`src/hv_status_pkg.sv`:
```
// Constants, register map and field layout of the high-voltage status and regulator configuration bank
package hv_status_pkg;

	// Register numbers as printed; the port carries the number itself
	localparam int          ADDR_W             = 7;
	localparam logic [6:0]  REG_HV_STATUS      = 7'h3B;  // Register 59
	localparam logic [6:0]  REG_SYNC_COUNTS    = 7'h3F;  // Register 63
	localparam logic [6:0]  REG_HV_PIN_CFG     = 7'h40;  // Register 64
	localparam logic [6:0]  REG_REGULATOR_CFG  = 7'h41;  // Register 65

	// Widths
	localparam int          DATA_W             = 32;
	localparam int          HV_LINES           = 8;
	localparam int          PAIR_COUNT         = 4;
	localparam int          SYNC_CNT_W         = 16;
	localparam int          REG_CFG_W          = 16;

	// Status word field positions
	localparam int          ST_OVERVOLT_LSB    = 0;
	localparam int          ST_GND_SHORT_LSB   = 8;
	localparam int          ST_SUP_SHORT_LSB   = 16;
	localparam int          ST_HV_OT_BIT       = 24;
	localparam int          ST_CORE_SC_BIT     = 25;
	localparam int          ST_ADJ_SC_BIT      = 26;
	localparam int          ST_ADJ_OT_BIT      = 27;

	// Pin configuration field positions
	localparam int          PC_SLOW_LSB        = 0;
	localparam int          PC_WEAK_HIGH_LSB   = 8;
	localparam int          PC_WEAK_LOW_LSB    = 16;
	localparam int          PC_DIFF_LSB        = 24;
	localparam logic [31:0] PC_WRITE_MASK      = 32'h0FFFFFFF;

	// Regulator configuration field positions
	localparam int          RC_CORE_FREQ_LSB   = 0;
	localparam int          RC_CORE_GAIN_LSB   = 2;
	localparam int          RC_CORE_DAMP_LSB   = 4;
	localparam int          RC_CORE_PROT_BIT   = 6;
	localparam int          RC_ADJ_FREQ_LSB    = 8;
	localparam int          RC_ADJ_GAIN_LSB    = 10;
	localparam int          RC_ADJ_DAMP_LSB    = 12;
	localparam int          RC_ADJ_PROT_BIT    = 14;
	localparam int          RC_ADJ_OFF_BIT     = 15;

	// Values after reset
	localparam logic [31:0] PIN_CFG_RESET      = 32'h00000000;
	localparam logic [15:0] REG_CFG_RESET      = 16'h0000;
	localparam logic [15:0] SYNC_CNT_RESET     = 16'h0000;

	// Which register an address selects
	typedef enum logic [2:0] {
		SEL_NONE    = 3'h0,
		SEL_STATUS  = 3'h1,
		SEL_COUNTS  = 3'h3,
		SEL_PIN_CFG = 3'h2,
		SEL_REG_CFG = 3'h6
	} reg_sel_t;

	// Preload target from the configuration loader
	typedef enum logic {
		LOAD_PIN_CFG = 1'b0,
		LOAD_REG_CFG = 1'b1
	} load_target_t;

endpackage : hv_status_pkg

```
`src/hv_status_and_regulator_config.sv`:
```
// High-voltage status, sync event counts, pin drive and regulator configuration register bank
`timescale 1ns/10ps
module hv_status_and_regulator_config (
	input  wire logic        ref_clk,
	input  wire logic        sys_rst,
	// Control port, the only register port that may write configuration
	input  wire logic        ctrlWrEn,
	input  wire logic        ctrlRdEn,
	input  wire logic [6:0]  ctrlAddr,
	input  wire logic [31:0] ctrlWrData,
	output logic      [31:0] ctrlRdData,
	output logic             ctrlRdValid,
	output logic             ctrlAccessErr,
	// Process data mapping port of the network master side
	input  wire logic        mapWrEn,
	input  wire logic        mapRdEn,
	input  wire logic [6:0]  mapAddr,
	output logic      [31:0] mapRdData,
	output logic             mapRdValid,
	output logic             mapAccessDenied,
	// Startup preload from the configuration EEPROM
	input  wire logic        preloadValid,
	input  wire logic        preloadTarget,
	input  wire logic [31:0] preloadData,
	// Analog status lines
	input  wire logic [7:0]  outputOvervoltageSeen,
	input  wire logic [7:0]  groundShortSeen,
	input  wire logic [7:0]  supplyShortSeen,
	input  wire logic        hvOvertempFlag,
	input  wire logic        coreRegShortFlag,
	input  wire logic        adjRegShortFlag,
	input  wire logic        adjRegOvertempFlag,
	// Synchronisation outputs to be counted
	input  wire logic        syncOutputZero,
	input  wire logic        syncOutputOne,
	// Pin drive controls
	output logic      [7:0]  slowEdgeSelect,
	output logic      [7:0]  reducedHighDrive,
	output logic      [7:0]  reducedLowDrive,
	output logic      [3:0]  differentialPairEnable,
	// Core regulator controls
	output logic      [1:0]  coreRegFrequency,
	output logic      [1:0]  coreRegGain,
	output logic      [1:0]  coreRegDamping,
	output logic             coreRegProtectOff,
	// Adjustable regulator controls
	output logic      [1:0]  adjRegFrequency,
	output logic      [1:0]  adjRegGain,
	output logic      [1:0]  adjRegDamping,
	output logic             adjRegProtectOff,
	output logic             adjRegOff
);

	// State of the bank, apart from the sync counters, in one record
	typedef struct packed {
		logic [31:0] statusWord;   // Sampled analog status
		logic [31:0] pinCfg;       // Pin drive and pairing configuration
		logic [15:0] regCfg;       // Regulator configuration
		logic [31:0] ctrlData;     // Control port read answer
		logic        ctrlValid;    // Control port answer strobe
		logic        ctrlErr;      // Control port refusal strobe
		logic [31:0] mapData;      // Mapping port read answer
		logic        mapValid;     // Mapping port answer strobe
		logic        mapDenied;    // Mapping port refusal strobe
	} bank_state_t;

	bank_state_t state_q;  // Registered state
	bank_state_t state_d;  // Next state

	logic [hv_status_pkg::SYNC_CNT_W-1:0] syncCount0;  // Events on sync output zero
	logic [hv_status_pkg::SYNC_CNT_W-1:0] syncCount1;  // Events on sync output one
	logic [31:0]                          countsWord;  // Both counts as one word
	logic [31:0]                          statusNow;   // Status lines assembled this cycle
	hv_status_pkg::reg_sel_t              ctrlSel;     // Register picked by control port
	hv_status_pkg::reg_sel_t              mapSel;      // Register picked by mapping port

	// Map a register number to the register it names
	function automatic hv_status_pkg::reg_sel_t decodeReg(input logic [6:0] addr);
		hv_status_pkg::reg_sel_t sel;
		sel = hv_status_pkg::SEL_NONE;
		case (addr)
			hv_status_pkg::REG_HV_STATUS: begin
				sel = hv_status_pkg::SEL_STATUS;
			end
			hv_status_pkg::REG_SYNC_COUNTS: begin
				sel = hv_status_pkg::SEL_COUNTS;
			end
			hv_status_pkg::REG_HV_PIN_CFG: begin
				sel = hv_status_pkg::SEL_PIN_CFG;
			end
			hv_status_pkg::REG_REGULATOR_CFG: begin
				sel = hv_status_pkg::SEL_REG_CFG;
			end
			default: begin
				sel = hv_status_pkg::SEL_NONE;
			end
		endcase
		return sel;
	endfunction : decodeReg

	// One counter per sync output; both share the same module
	sync_event_counter #(
		.CNT_W      (hv_status_pkg::SYNC_CNT_W)
	) u_count_zero (
		.ref_clk    (ref_clk),
		.sys_rst    (sys_rst),
		.syncPulse  (syncOutputZero),
		.eventCount (syncCount0)
	);

	sync_event_counter #(
		.CNT_W      (hv_status_pkg::SYNC_CNT_W)
	) u_count_one (
		.ref_clk    (ref_clk),
		.sys_rst    (sys_rst),
		.syncPulse  (syncOutputOne),
		.eventCount (syncCount1)
	);

	// Pack both counts: zero in the low half, one in the high half
	assign countsWord = {syncCount1, syncCount0};

	// Gather the status lines into their documented positions
	always_comb begin
		statusNow = 32'h00000000;  // Bits 31:28 stay zero
		statusNow[hv_status_pkg::ST_OVERVOLT_LSB +: 8]  = outputOvervoltageSeen;
		statusNow[hv_status_pkg::ST_GND_SHORT_LSB +: 8] = groundShortSeen;
		statusNow[hv_status_pkg::ST_SUP_SHORT_LSB +: 8] = supplyShortSeen;
		statusNow[hv_status_pkg::ST_HV_OT_BIT]          = hvOvertempFlag;
		statusNow[hv_status_pkg::ST_CORE_SC_BIT]        = coreRegShortFlag;
		statusNow[hv_status_pkg::ST_ADJ_SC_BIT]         = adjRegShortFlag;
		statusNow[hv_status_pkg::ST_ADJ_OT_BIT]         = adjRegOvertempFlag;
	end

	// Decode both ports once
	assign ctrlSel = decodeReg(ctrlAddr);
	assign mapSel  = decodeReg(mapAddr);

	// Next-state logic of the bank
	always_comb begin
		state_d = state_q;
		// Answer strobes last one cycle
		state_d.ctrlValid = 1'b0;
		state_d.ctrlErr   = 1'b0;
		state_d.mapValid  = 1'b0;
		state_d.mapDenied = 1'b0;
		// Status is live: resampled every cycle, no latching of events
		state_d.statusWord = statusNow;

		// Preload first, so a control write in the same cycle overrides it
		if (preloadValid) begin
			if (preloadTarget == hv_status_pkg::LOAD_REG_CFG) begin
				state_d.regCfg = preloadData[hv_status_pkg::REG_CFG_W-1:0];
			end else begin
				state_d.pinCfg = preloadData & hv_status_pkg::PC_WRITE_MASK;
			end
		end

		// Control port writes; only the two configuration registers take them
		if (ctrlWrEn) begin
			case (ctrlSel)
				hv_status_pkg::SEL_PIN_CFG: begin
					// Reserved top nibble is not stored
					state_d.pinCfg = ctrlWrData & hv_status_pkg::PC_WRITE_MASK;
				end
				hv_status_pkg::SEL_REG_CFG: begin
					// Bit 7 is reserved but writable; it is kept and drives nothing
					state_d.regCfg = ctrlWrData[hv_status_pkg::REG_CFG_W-1:0];
				end
				default: begin
					// Read-only or unmapped: refused, nothing stored
					state_d.ctrlErr = 1'b1;
				end
			endcase
		end

		// Control port reads; a read with a write in the same cycle still answers
		if (ctrlRdEn) begin
			state_d.ctrlValid = 1'b1;
			state_d.ctrlData  = 32'h00000000;
			case (ctrlSel)
				hv_status_pkg::SEL_STATUS: begin
					state_d.ctrlData = state_q.statusWord;
				end
				hv_status_pkg::SEL_COUNTS: begin
					// Counts are not visible here; answer zero and flag it
					state_d.ctrlErr = 1'b1;
				end
				hv_status_pkg::SEL_PIN_CFG: begin
					// Write-only configuration reads back as zero
					state_d.ctrlData = 32'h00000000;
				end
				hv_status_pkg::SEL_REG_CFG: begin
					state_d.ctrlData = 32'h00000000;
				end
				default: begin
					state_d.ctrlErr = 1'b1;
				end
			endcase
		end

		// Mapping port never writes anything in this bank
		if (mapWrEn) begin
			state_d.mapDenied = 1'b1;
		end

		// Mapping port reads: status and counts only
		if (mapRdEn) begin
			state_d.mapValid = 1'b1;
			state_d.mapData  = 32'h00000000;
			case (mapSel)
				hv_status_pkg::SEL_STATUS: begin
					state_d.mapData = state_q.statusWord;
				end
				hv_status_pkg::SEL_COUNTS: begin
					// Plain copy; the counters see no read strobe at all
					state_d.mapData = countsWord;
				end
				hv_status_pkg::SEL_PIN_CFG: begin
					state_d.mapDenied = 1'b1;
				end
				hv_status_pkg::SEL_REG_CFG: begin
					state_d.mapDenied = 1'b1;
				end
				default: begin
					state_d.mapDenied = 1'b1;
				end
			endcase
		end
	end

	// State register; configuration comes up all zero
	always_ff @(posedge ref_clk or posedge sys_rst) begin
		if (sys_rst) begin
			state_q.statusWord <= 32'h00000000;
			state_q.pinCfg     <= hv_status_pkg::PIN_CFG_RESET;
			state_q.regCfg     <= hv_status_pkg::REG_CFG_RESET;
			state_q.ctrlData   <= 32'h00000000;
			state_q.ctrlValid  <= 1'b0;
			state_q.ctrlErr    <= 1'b0;
			state_q.mapData    <= 32'h00000000;
			state_q.mapValid   <= 1'b0;
			state_q.mapDenied  <= 1'b0;
		end else begin
			state_q <= state_d;
		end
	end

	// Register port answers
	assign ctrlRdData      = state_q.ctrlData;
	assign ctrlRdValid     = state_q.ctrlValid;
	assign ctrlAccessErr   = state_q.ctrlErr;
	assign mapRdData       = state_q.mapData;
	assign mapRdValid      = state_q.mapValid;
	assign mapAccessDenied = state_q.mapDenied;

	// Pin drive fields, one bit per high-voltage line
	assign slowEdgeSelect         = state_q.pinCfg[hv_status_pkg::PC_SLOW_LSB +: 8];
	assign reducedHighDrive       = state_q.pinCfg[hv_status_pkg::PC_WEAK_HIGH_LSB +: 8];
	assign reducedLowDrive        = state_q.pinCfg[hv_status_pkg::PC_WEAK_LOW_LSB +: 8];
	// Pairs: 0 joins 3&0, 1 joins 4&1, 2 joins 5&2, 3 joins 7&6
	assign differentialPairEnable = state_q.pinCfg[hv_status_pkg::PC_DIFF_LSB +: 4];

	// Core regulator fields; codes go to the analog side unchanged
	assign coreRegFrequency  = state_q.regCfg[hv_status_pkg::RC_CORE_FREQ_LSB +: 2];
	assign coreRegGain       = state_q.regCfg[hv_status_pkg::RC_CORE_GAIN_LSB +: 2];
	assign coreRegDamping    = state_q.regCfg[hv_status_pkg::RC_CORE_DAMP_LSB +: 2];
	assign coreRegProtectOff = state_q.regCfg[hv_status_pkg::RC_CORE_PROT_BIT];

	// Adjustable regulator fields
	assign adjRegFrequency  = state_q.regCfg[hv_status_pkg::RC_ADJ_FREQ_LSB +: 2];
	assign adjRegGain       = state_q.regCfg[hv_status_pkg::RC_ADJ_GAIN_LSB +: 2];
	assign adjRegDamping    = state_q.regCfg[hv_status_pkg::RC_ADJ_DAMP_LSB +: 2];
	assign adjRegProtectOff = state_q.regCfg[hv_status_pkg::RC_ADJ_PROT_BIT];
	assign adjRegOff        = state_q.regCfg[hv_status_pkg::RC_ADJ_OFF_BIT];

endmodule : hv_status_and_regulator_config

```
`src/sync_event_counter.sv`:
```
// Free-running wrap-around counter of rising edges on one sync output
`timescale 1ns/10ps
module sync_event_counter #(
	parameter int CNT_W = hv_status_pkg::SYNC_CNT_W
) (
	input  wire logic             ref_clk,
	input  wire logic             sys_rst,
	input  wire logic             syncPulse,
	output logic      [CNT_W-1:0] eventCount
);

	// Whole state in one record
	typedef struct packed {
		logic             prevLevel;  // Level of the sync line one cycle ago
		logic [CNT_W-1:0] count;      // Events seen so far
	} cnt_state_t;

	cnt_state_t state_q;  // Registered state
	cnt_state_t state_d;  // Next state

	// Count each rising edge; no read path touches the count
	always_comb begin
		state_d           = state_q;
		state_d.prevLevel = syncPulse;
		// A high level held for many cycles counts once, not once per cycle
		if (syncPulse && !state_q.prevLevel) begin
			state_d.count = state_q.count + {{(CNT_W-1){1'b0}}, 1'b1};
		end
	end

	// Reset to zero, otherwise never cleared
	always_ff @(posedge ref_clk or posedge sys_rst) begin
		if (sys_rst) begin
			state_q.prevLevel <= 1'b0;
			state_q.count     <= '0;
		end else begin
			state_q <= state_d;
		end
	end

	// Straight from the flip-flops
	assign eventCount = state_q.count;

endmodule : sync_event_counter

```
`config.mk`:
```
export PLATFORM = sky130hd
export DESIGN_NAME = hv_status_and_regulator_config
export DESIGN_NICKNAME = d
export VERILOG_FILES = /design/src/hv_status_pkg.sv /design/src/hv_status_and_regulator_config.sv /design/src/sync_event_counter.sv
export SDC_FILE = /design/constraint.sdc
export NUM_CORES = 1
export LEC_CHECK = 0
export ABC_AREA = 1
export BUFFER_PORTS_ARGS = -buffer_cell sky130_fd_sc_hd__buf_2
export CAP_MARGIN = 20
export CORE_AREA = 5 5 110 190
export DETAILED_ROUTE_END_ITERATION = 7
export DIE_AREA = 0 0 115 195
export GPL_TIMING_DRIVEN = 0
export PLACE_DENSITY = 0.68
export RECOVER_POWER = 50
export SLEW_MARGIN = 10
export SYNTH_ARGS = -nofsm -noshare
export SYNTH_HDL_FRONTEND = slang
export SYNTH_SLANG_ARGS = --single-unit
```
`constraint.sdc`:
```
create_clock -name ref_clk -period 14.2 [get_ports ref_clk]
set_input_delay 0 -clock ref_clk [delete_from_list [all_inputs] [get_ports ref_clk]]
set_output_delay 0 -clock ref_clk [all_outputs]
set_load 0.02 [all_outputs]
```
==> impl_summary.log, run 1 <==
[metrics] status: complete, but fails checks
[metrics] failing checks: max-capacitance violations, max-slew violations
[metrics] Overflow after GRT: 0
[metrics] cell count after synthesis: 974
[metrics] Post-Syn Area per Cell: 8.48 um^2
[metrics] row count: 67
[metrics] Final Wtd Congestion: 0.871
[metrics] number of enable-type register cells in the synthesized netlist: 0
[metrics] worst hold slack after final layout: 0.0554 ns
[metrics] predominant post-synthesis flop cell: sky130_fd_sc_hd__dfrtp_1
[metrics] part of the Yosys area used for sequential elements: 51.2%
[metrics] clock buffers created by TritonCTS: 17
[metrics] start-to-end type of the worst setup path: input port to asynchronous set/reset pin
[metrics] post-detailed-route via-to-cell ratio: 4.65
[metrics] number of gates resized after CTS: 0
[metrics] hold buffer count at cts: 109
[metrics] drt first-iter violations: 394
[metrics] first-pass iteration count of the detailed router: 6
[metrics] clock tree sinks: 169
[metrics] final net count: 1438
[metrics] pwr dens: 109 nW/um^2
[metrics] Clock Latency Late Sink: 0.43 ns
[metrics] Placed Instances: 1433
[metrics] Finish-stage setup viols: 0
[metrics] fill count: 1738
[metrics] arrival time reported for the critical path endpoint: 2.81 ns
[metrics] Hold Crit Start: mapAddr[2]
[metrics] effective utilization at floorplan: 43.2%
[metrics] die width: 115 um
[metrics] number of max-cap violations: 1
[metrics] mean routed wirelength per cell: 14.8 um
[metrics] post-CTS clock slew at the launch and capture registers of the worst setup and hold paths: 0.08 ns
[metrics] number of storage elements in the synthesis netlist: 169
[metrics] number of diodes added for antenna fixing: 0
[metrics] final setup skew: 0.0128 ns
[metrics] sum of negative setup slack: 0 ns
[metrics] endpoint type of the worst setup path: asynchronous set/reset pin
[metrics] total routing usage reported by global routing: 21.2%
[metrics] maximum level of the CTS H-tree: 4
[metrics] fmax: 0.437 GHz
[metrics] total leakage power: 5.85 nW
[metrics] Slew HR: -89.8%
[metrics] ys async rst share: 100%
[metrics] Final Slew Violations: 60
[metrics] Synth Cell Area: 8260 um^2
[metrics] layout cell share with drive strength beyond 1: 21.9%
[metrics] core outline area: 19100 um^2
[metrics] clock tree from TritonCTS: done
[metrics] data required time of the critical path: 14.72 ns
[metrics] top-level port count: 227
[metrics] VDD IR-drop max: 0.0779 mV
[metrics] hold crit path type: input port to flip-flop
[metrics] vias after detailed routing: 7312
[metrics] reg-to-reg critical path startpoint: u_count_one.eventCount[0]
[metrics] Setup Buffers After CTS: 0
[metrics] CTS Buffer Depth: 2
[metrics] Synth-to-Final Area Change: 35.7%
[metrics] critical path startpoint category: input port
[metrics] antenna violations before repair: 0
[metrics] Die H: 195 um
[metrics] final wirelength: 23300 um
[metrics] unrepaired setup endpoints after global routing: false
[metrics] vias in the first global route: 7831
[metrics] final core utilization: 58.6%
[metrics] Port Buffers: 214
[metrics] Hold Vio Cnt, Final: 0
[metrics] min Tclk post-route: 2.29 ns
[metrics] clock tree root buffer cell: sky130_fd_sc_hd__clkbuf_16
[metrics] first-pass GRT wire length: 37600 um
[metrics] post-route non-filler standard cell count: 1574
[metrics] Synthesis Warnings: 0
[metrics] biggest fanout along the worst timing path: 110
[metrics] count of distinct cell types in the synthesized netlist: 30
[metrics] worst setup path startpoint: sys_rst
[metrics] antenna-violating nets left: 0
[metrics] sum of net half-perimeters after detailed placement: 16700 um
[metrics] count of unresolved DRC violations after routing: 0
[metrics] DIE AREA: 22400 um^2
[metrics] largest net degree at the start of global routing: 111
[metrics] worst slew pin tran: 2.83 ns
[metrics] fin crit share: 16.1%
## cells in the final DEF, fill, tap and decap left out
cell | Yosys | layout
sky130_fd_sc_hd__conb_1 | 1 | 4
sky130_fd_sc_hd__xor2_1 | 26 | 26
sky130_fd_sc_hd__buf_16 | 0 | 1
sky130_fd_sc_hd__inv_8 | 0 | 7
sky130_fd_sc_hd__dlygate4sd3_1 | 0 | 109
sky130_fd_sc_hd__o21bai_1 | 1 | 1
sky130_fd_sc_hd__buf_6 | 6 | 6
sky130_fd_sc_hd__clkbuf_1 | 19 | 126
sky130_fd_sc_hd__nor3_4 | 1 | 1
sky130_fd_sc_hd__clkbuf_16 | 0 | 17
sky130_fd_sc_hd__ha_1 | 2 | 2
sky130_fd_sc_hd__o31ai_1 | 3 | 3
sky130_fd_sc_hd__buf_4 | 108 | 108
sky130_fd_sc_hd__inv_1 | 93 | 92
sky130_fd_sc_hd__nor3_1 | 3 | 3
sky130_fd_sc_hd__inv_2 | 1 | 1
sky130_fd_sc_hd__clkinv_8 | 0 | 1
sky130_fd_sc_hd__nand4_1 | 6 | 6
sky130_fd_sc_hd__nand3_1 | 49 | 49
sky130_fd_sc_hd__clkinvlp_2 | 0 | 1
sky130_fd_sc_hd__o21ai_1 | 33 | 33
sky130_fd_sc_hd__clkinv_4 | 0 | 2
sky130_fd_sc_hd__dfrtp_1 | 169 | 169
sky130_fd_sc_hd__o21ai_2 | 20 | 20
sky130_fd_sc_hd__and2_1 | 1 | 1
sky130_fd_sc_hd__buf_2 | 10 | 118
sky130_fd_sc_hd__inv_6 | 0 | 4
sky130_fd_sc_hd__nor2_1 | 29 | 29
sky130_fd_sc_hd__clkbuf_4 | 1 | 1
sky130_fd_sc_hd__nor3_2 | 3 | 3
sky130_fd_sc_hd__a21oi_1 | 2 | 2
sky130_fd_sc_hd__nand3_2 | 1 | 1
sky130_fd_sc_hd__xnor2_1 | 1 | 1
sky130_fd_sc_hd__nand2_1 | 300 | 301
sky130_fd_sc_hd__clkinv_1 | 1 | 1
sky130_fd_sc_hd__o21ai_0 | 82 | 82
sky130_fd_sc_hd__nand3b_1 | 1 | 1
## registers in the layout, indices dropped and copies added, names as in the netlist, 2 cells and up
| name | flops |
|---|---|
| adjRegDamping | 2 |
| adjRegFrequency | 2 |
| adjRegGain | 2 |
| coreRegDamping | 2 |
| coreRegFrequency | 2 |
| coreRegGain | 2 |
| ctrlRdData | 28 |
| differentialPairEnable | 4 |
| mapRdData | 32 |
| reducedHighDrive | 8 |
| reducedLowDrive | 8 |
| slowEdgeSelect | 8 |
| state_q | 28 |
| u_count_one.eventCount | 16 |
| u_count_zero.eventCount | 16 |
## metal layers
layer / track usage [%] / up-vias / routed length, um
met2: 38.8 / 257 / 12500
met5: 0 / - / 0
met4: 11.5 / 0 / 1010
li1: - / 3642 / -
met1: 22.3 / 3353 / 8490
met3: 3.75 / 60 / 1270
## final timing paths
check / end / slack (ns) / depth (start not counted)
min in group asynchronous: mapRdData[28] / 0.92 / 3
min: mapRdData[16] / 0.06 / 6
max: u_count_zero.eventCount[5] / 11.91 / 4
min reg2reg: mapRdData[5] / 0.48 / 2
max in group ref_clk: mapAccessDenied / 12.38 / 6
max reg2reg: u_count_one.eventCount[10] / 12.66 / 6
## stage by stage
step | cell area, um^2 | total power, W | setup WS (ns)
after global routing | 11200 | 0.00129 | 11.45
final | 11200 | 0.00123 | 11.91
after detailed placement | 9680 | 0.000749 | 12.70
after CTS | 11300 | 0.00124 | 12.46
after global placement | 9640 | 0.000744 | 7.63
after floorplan | 8270 | 0.000683 | 9.62
## where the power goes
| part | internal [W] | leakage [nW] | switching, W |
|---|---|---|---|
| combinational | 0.0000996 | 3.42 | 0.000116 |
| clock | 0.000237 | 0.286 | 0.000220 |
| sequential | 0.000519 | 2.14 | 0.0000335 |
## Yosys cell counts (2+ instances only)
master,instances,area (um^2)
sky130_fd_sc_hd__o21ai_0,82,410
sky130_fd_sc_hd__nand3_1,49,245
sky130_fd_sc_hd__buf_2,10,50.1
sky130_fd_sc_hd__o31ai_1,3,22.5
sky130_fd_sc_hd__clkbuf_1,19,71.3
sky130_fd_sc_hd__ha_1,2,25.0
sky130_fd_sc_hd__buf_6,6,67.6
sky130_fd_sc_hd__nor3_1,3,15.0
sky130_fd_sc_hd__dfrtp_1,169,4230
sky130_fd_sc_hd__nand2_1,300,1130
sky130_fd_sc_hd__xor2_1,26,228
sky130_fd_sc_hd__nor2_1,29,109
sky130_fd_sc_hd__nor3_2,3,30.0
sky130_fd_sc_hd__buf_4,108,811
sky130_fd_sc_hd__nand4_1,6,37.5
sky130_fd_sc_hd__o21ai_1,33,165
sky130_fd_sc_hd__a21oi_1,2,10.0
sky130_fd_sc_hd__inv_1,93,349
sky130_fd_sc_hd__o21ai_2,20,175
## logic make-up after synthesis
kind of cell,Yosys count,share of synthesized area [%]
fa+ha+maj,2,0.303
xor+xnor,27,2.86
buf+inv,239,16.5
simple gates,395,19.5
flops,169,51.2
compound gates,141,9.58
other cells,1,0.0454
## worst max-delay path, stage by stage
cell	delay [ns]
sky130_fd_sc_hd__dlygate4sd3_1	0.53
sky130_fd_sc_hd__clkbuf_1	0.11
sky130_fd_sc_hd__clkinvlp_2	1.60
sky130_fd_sc_hd__buf_16	0.45
## final cells by class
type / count / area (um^2) / area share, %
buffer: 144 / 1010 / 8.98
clock buffer: 18 / 429 / 3.83
clock inverter: 14 / 148 / 1.32
inverter: 95 / 358 / 3.19
multi-input combinational: 569 / 2670 / 23.9
sequential: 169 / 4230 / 37.7
tap: 241 / 302 / 2.69
timing repair buffer: 324 / 2060 / 18.4
Note: power is estimated with default switching activity, not from simulation.
==> run 2, diff against run 1 <==
--- a/config.mk
+++ b/config.mk
@@ -12,7 +12,7 @@
 export DETAILED_ROUTE_END_ITERATION = 7
 export DIE_AREA = 0 0 115 195
 export GPL_TIMING_DRIVEN = 0
-export PLACE_DENSITY = 0.68
+export PLACE_DENSITY = 0.71
 export RECOVER_POWER = 50
 export SLEW_MARGIN = 10
 export SYNTH_ARGS = -nofsm -noshare
==> constraint.sdc (replaced) <==
create_clock -name ref_clk -period 1.94 [get_ports ref_clk]
set_input_delay 0 -clock ref_clk [delete_from_list [all_inputs] [get_ports ref_clk]]
set_output_delay 0 -clock ref_clk [all_outputs]
set_load 0.02 [all_outputs]
==> run 2 against run 1 <==
The flow still finishes with violations (max-capacitance violations, max-slew violations). Routed wire length is 2.9% higher. Clock skew is 0.0017 ns lower. First-iteration DRC count is 3.0% higher. Final area is 0.80% higher. Power grew to 7.3 times the previous value. Worst hold slack worse by 0.014 ns. Critical path type is now input port to flip-flop.
==> impl_summary.log, run 2 (same netlist as run 1, synthesis figures left out) <==
[metrics] CTS Buffer Depth: 2
[metrics] layout cell share with drive strength beyond 1: 26.1%
[metrics] sum of negative setup slack: 0 ns
[metrics] final wirelength: 24000 um
[metrics] share of power burned in registers: 45.3%
[metrics] most frequent cells in the layout: 301 x sky130_fd_sc_hd__nand2_1, 170 x sky130_fd_sc_hd__buf_2, 169 x sky130_fd_sc_hd__dfrtp_1
[metrics] Final Wtd Congestion: 0.898
[metrics] worst setup path startpoint: mapRdEn
[metrics] max FFs per register: 32
[metrics] Die H: 195 um
[metrics] Placement Setup Slack: 0.446 ns
[metrics] fraction of power spent switching nets: 29.8%
[metrics] first-pass iteration count of the detailed router: 5
[metrics] worst hold slack after final layout: 0.0414 ns
[metrics] Overflow after GRT: 0
[metrics] switching power total: 0.00266 W
[metrics] Final Slew Violations: 30
[metrics] endpoint type of the worst setup path: flip-flop
[metrics] min Tclk post-route: 1.87 ns
[metrics] leading cell type in the layout, fill and taps excluded: sky130_fd_sc_hd__nand2_1
[metrics] hold crit path type: input port to flip-flop
[metrics] internal power summed over all cells: 0.00625 W
[metrics] portion of total power attributed to combinational logic: 18.1%
[metrics] die width: 115 um
[metrics] DIE AREA: 22400 um^2
[metrics] number of max-cap violations: 1
[metrics] row count: 67
[metrics] VDD IR-drop max: 0.574 mV
[metrics] met3 capacity usage during global routing: 3.56%
[metrics] first-pass GRT wire length: 38100 um
[metrics] total leakage power: 6.06 nW
[metrics] peak per-stage delay on the critical path: 0.57 ns
[metrics] worst-case setup margin in the final layout: 0.0689 ns
[metrics] reg-to-reg critical path startpoint: u_count_zero.state_q[16]
[metrics] Clock Power Share: 36.5%
[metrics] unrepaired setup endpoints after global routing: false
[metrics] drt first-iter violations: 406
[metrics] total routing usage reported by global routing: 21.5%
[metrics] final net count: 1440
[metrics] most congested layer reported by global routing: met2
[metrics] Setup Buffers After CTS: 0
[metrics] largest net degree at the start of global routing: 39
[metrics] list of cells traversed by the critical path: dlygate4sd3_1, buf_2, clkinv_1, clkbuf_1, o21bai_1, dlygate4sd3_1
[metrics] effective utilization at floorplan: 43.2%
[metrics] clock tree root buffer cell: sky130_fd_sc_hd__clkbuf_16
[metrics] met1 track utilization from global routing: 23.7%
[metrics] critical path's most frequent cell: sky130_fd_sc_hd__dlygate4sd3_1
[metrics] arrival time reported for the critical path endpoint: 2.25 ns
[metrics] fmax: 0.534 GHz
[metrics] data required time of the critical path: 2.31 ns
[metrics] maximum level of the CTS H-tree: 4
[metrics] top-level port count: 227
[metrics] pwr dens: 789 nW/um^2
[metrics] Hold Crit Start: mapAddr[2]
[metrics] vias in the first global route: 7697
[metrics] failing checks: max-capacitance violations, max-slew violations
[metrics] start-to-end type of the worst setup path: input port to flip-flop
[metrics] Synth-to-Final Area Change: 36.8%
[metrics] worst slew pin tran: 1.61 ns
[metrics] clock tree from TritonCTS: done
[metrics] slowest CP cell: sky130_fd_sc_hd__dlygate4sd3_1
[metrics] biggest fanout along the worst timing path: 10
[metrics] critical path startpoint category: input port
[metrics] final setup skew: 0.0111 ns
[metrics] Finish-stage setup viols: 0
[metrics] mean routed wirelength per cell: 15.2 um
[metrics] clock tree sinks: 169
[metrics] antenna-violating nets left: 0
[metrics] Clock Latency Late Sink: 0.43 ns
[metrics] Port Buffers: 214
[metrics] sum of net half-perimeters after detailed placement: 17000 um
[metrics] post-detailed-route via-to-cell ratio: 4.69
[metrics] count of unresolved DRC violations after routing: 0
[metrics] clock buffers created by TritonCTS: 17
[metrics] global-route met2 utilization: 39.3%
[metrics] core outline area: 19100 um^2
[metrics] Hold Vio Cnt, Final: 0
[metrics] vias after detailed routing: 7392
[metrics] antenna violations before repair: 0
[metrics] Slew HR: -8.07%
[metrics] status: complete, but fails checks
[metrics] post-CTS clock slew at the launch and capture registers of the worst setup and hold paths: 0.08 ns
[metrics] fin crit share: 96.4%
-- run 2: cell types whose count changed in the layout (fill, tap and decap cells not counted) --
| cell | delta |
|---|---|
| sky130_fd_sc_hd__inv_8 | -6 |
| sky130_fd_sc_hd__clkbuf_1 | -54 |
| sky130_fd_sc_hd__diode_2 | +1 |
| sky130_fd_sc_hd__clkinv_8 | -1 |
| sky130_fd_sc_hd__clkbuf_2 | +2 |
| sky130_fd_sc_hd__buf_2 | +52 |
| sky130_fd_sc_hd__buf_12 | +4 |
| sky130_fd_sc_hd__dlygate4sd3_1 | -1 |
| sky130_fd_sc_hd__inv_6 | +7 |
| sky130_fd_sc_hd__buf_16 | -1 |
-- run 2: metal layers --
| metal | share of wire (%) | vias to the layer above | wire length [um] |
|---|---|---|---|
| li1 | - | 3641 | - |
| met1 | 37 | 3418 | 8810 |
| met2 | 54 | 275 | 12900 |
| met3 | 5.7 | 58 | 1360 |
| met4 | 3.7 | 0 | 881 |
| met5 | 0 | - | 0 |
-- run 2: final timing paths --
path                            cells past startpoint                           to  slack, ns
worst max-delay path                                6              mapAccessDenied       0.07
worst min-delay path                                6                mapRdData[16]       0.04
worst max register to register                      8  u_count_zero.eventCount[12]       0.36
worst min register to register                      2                mapRdData[27]       0.48
max in group asynchronous                           5                mapRdData[30]       0.36
min in group asynchronous                           3                 mapRdData[5]       0.52
-- run 2: area by class of cell --
| type | count | area (um^2) |
|---|---|---|
| Buffer | 144 | 1010 |
| Sequential cell | 169 | 4230 |
| Timing Repair Buffer | 326 | 2170 |
| Tap cell | 241 | 302 |
| Clock inverter | 14 | 125 |
| Fill cell | 1710 | 7820 |
| Antenna cell | 1 | 2.50 |
| Inverter | 95 | 358 |
| Multi-Input combinational cell | 569 | 2670 |
| Clock buffer | 18 | 429 |
-- run 2: power groups by stage --
stage | Clock (W) | Sequential [W] | Combinational (W)
2_1_floorplan | 0 | 0.00405 | 0.000946
3_3_place_gp | 0 | 0.00410 | 0.00135
3_5_place_dp | 0 | 0.00410 | 0.00139
4_1_cts | 0.00333 | 0.00404 | 0.00163
5_1_grt | 0.00346 | 0.00408 | 0.00180
6_report | 0.00325 | 0.00404 | 0.00162
-- run 2: critical path, delay by kind of cell --
| family | cells | cell delay, ns |
|---|---|---|
| AO/OA/AOI/OAI | 1 | 0.26 |
| buffers and inverters | 5 | 1.98 |
-- run 2: timing repair --
| action | in CTS | in global routing |
|---|---|---|
| hold buffers | 108 | 0 |
| gates resized for setup | 0 | 4 |
| hold endpoints to repair | 116 | 0 |
| setup endpoints to repair | 0 | 3 |
-- run 2: per-stage QoR --
step | std cells | power (W) | instance area, um^2 | util [%]
final | 1577 | 0.00891 | 11300 | 59.1
after global routing | 1576 | 0.00933 | 11300 | 59.1
after CTS | 1576 | 0.00900 | 11400 | 59.4
after detailed placement | 1436 | 0.00550 | 9730 | 50.9
after global placement | 1432 | 0.00545 | 9650 | 50.5
after floorplan | 977 | 0.00500 | 8270 | -
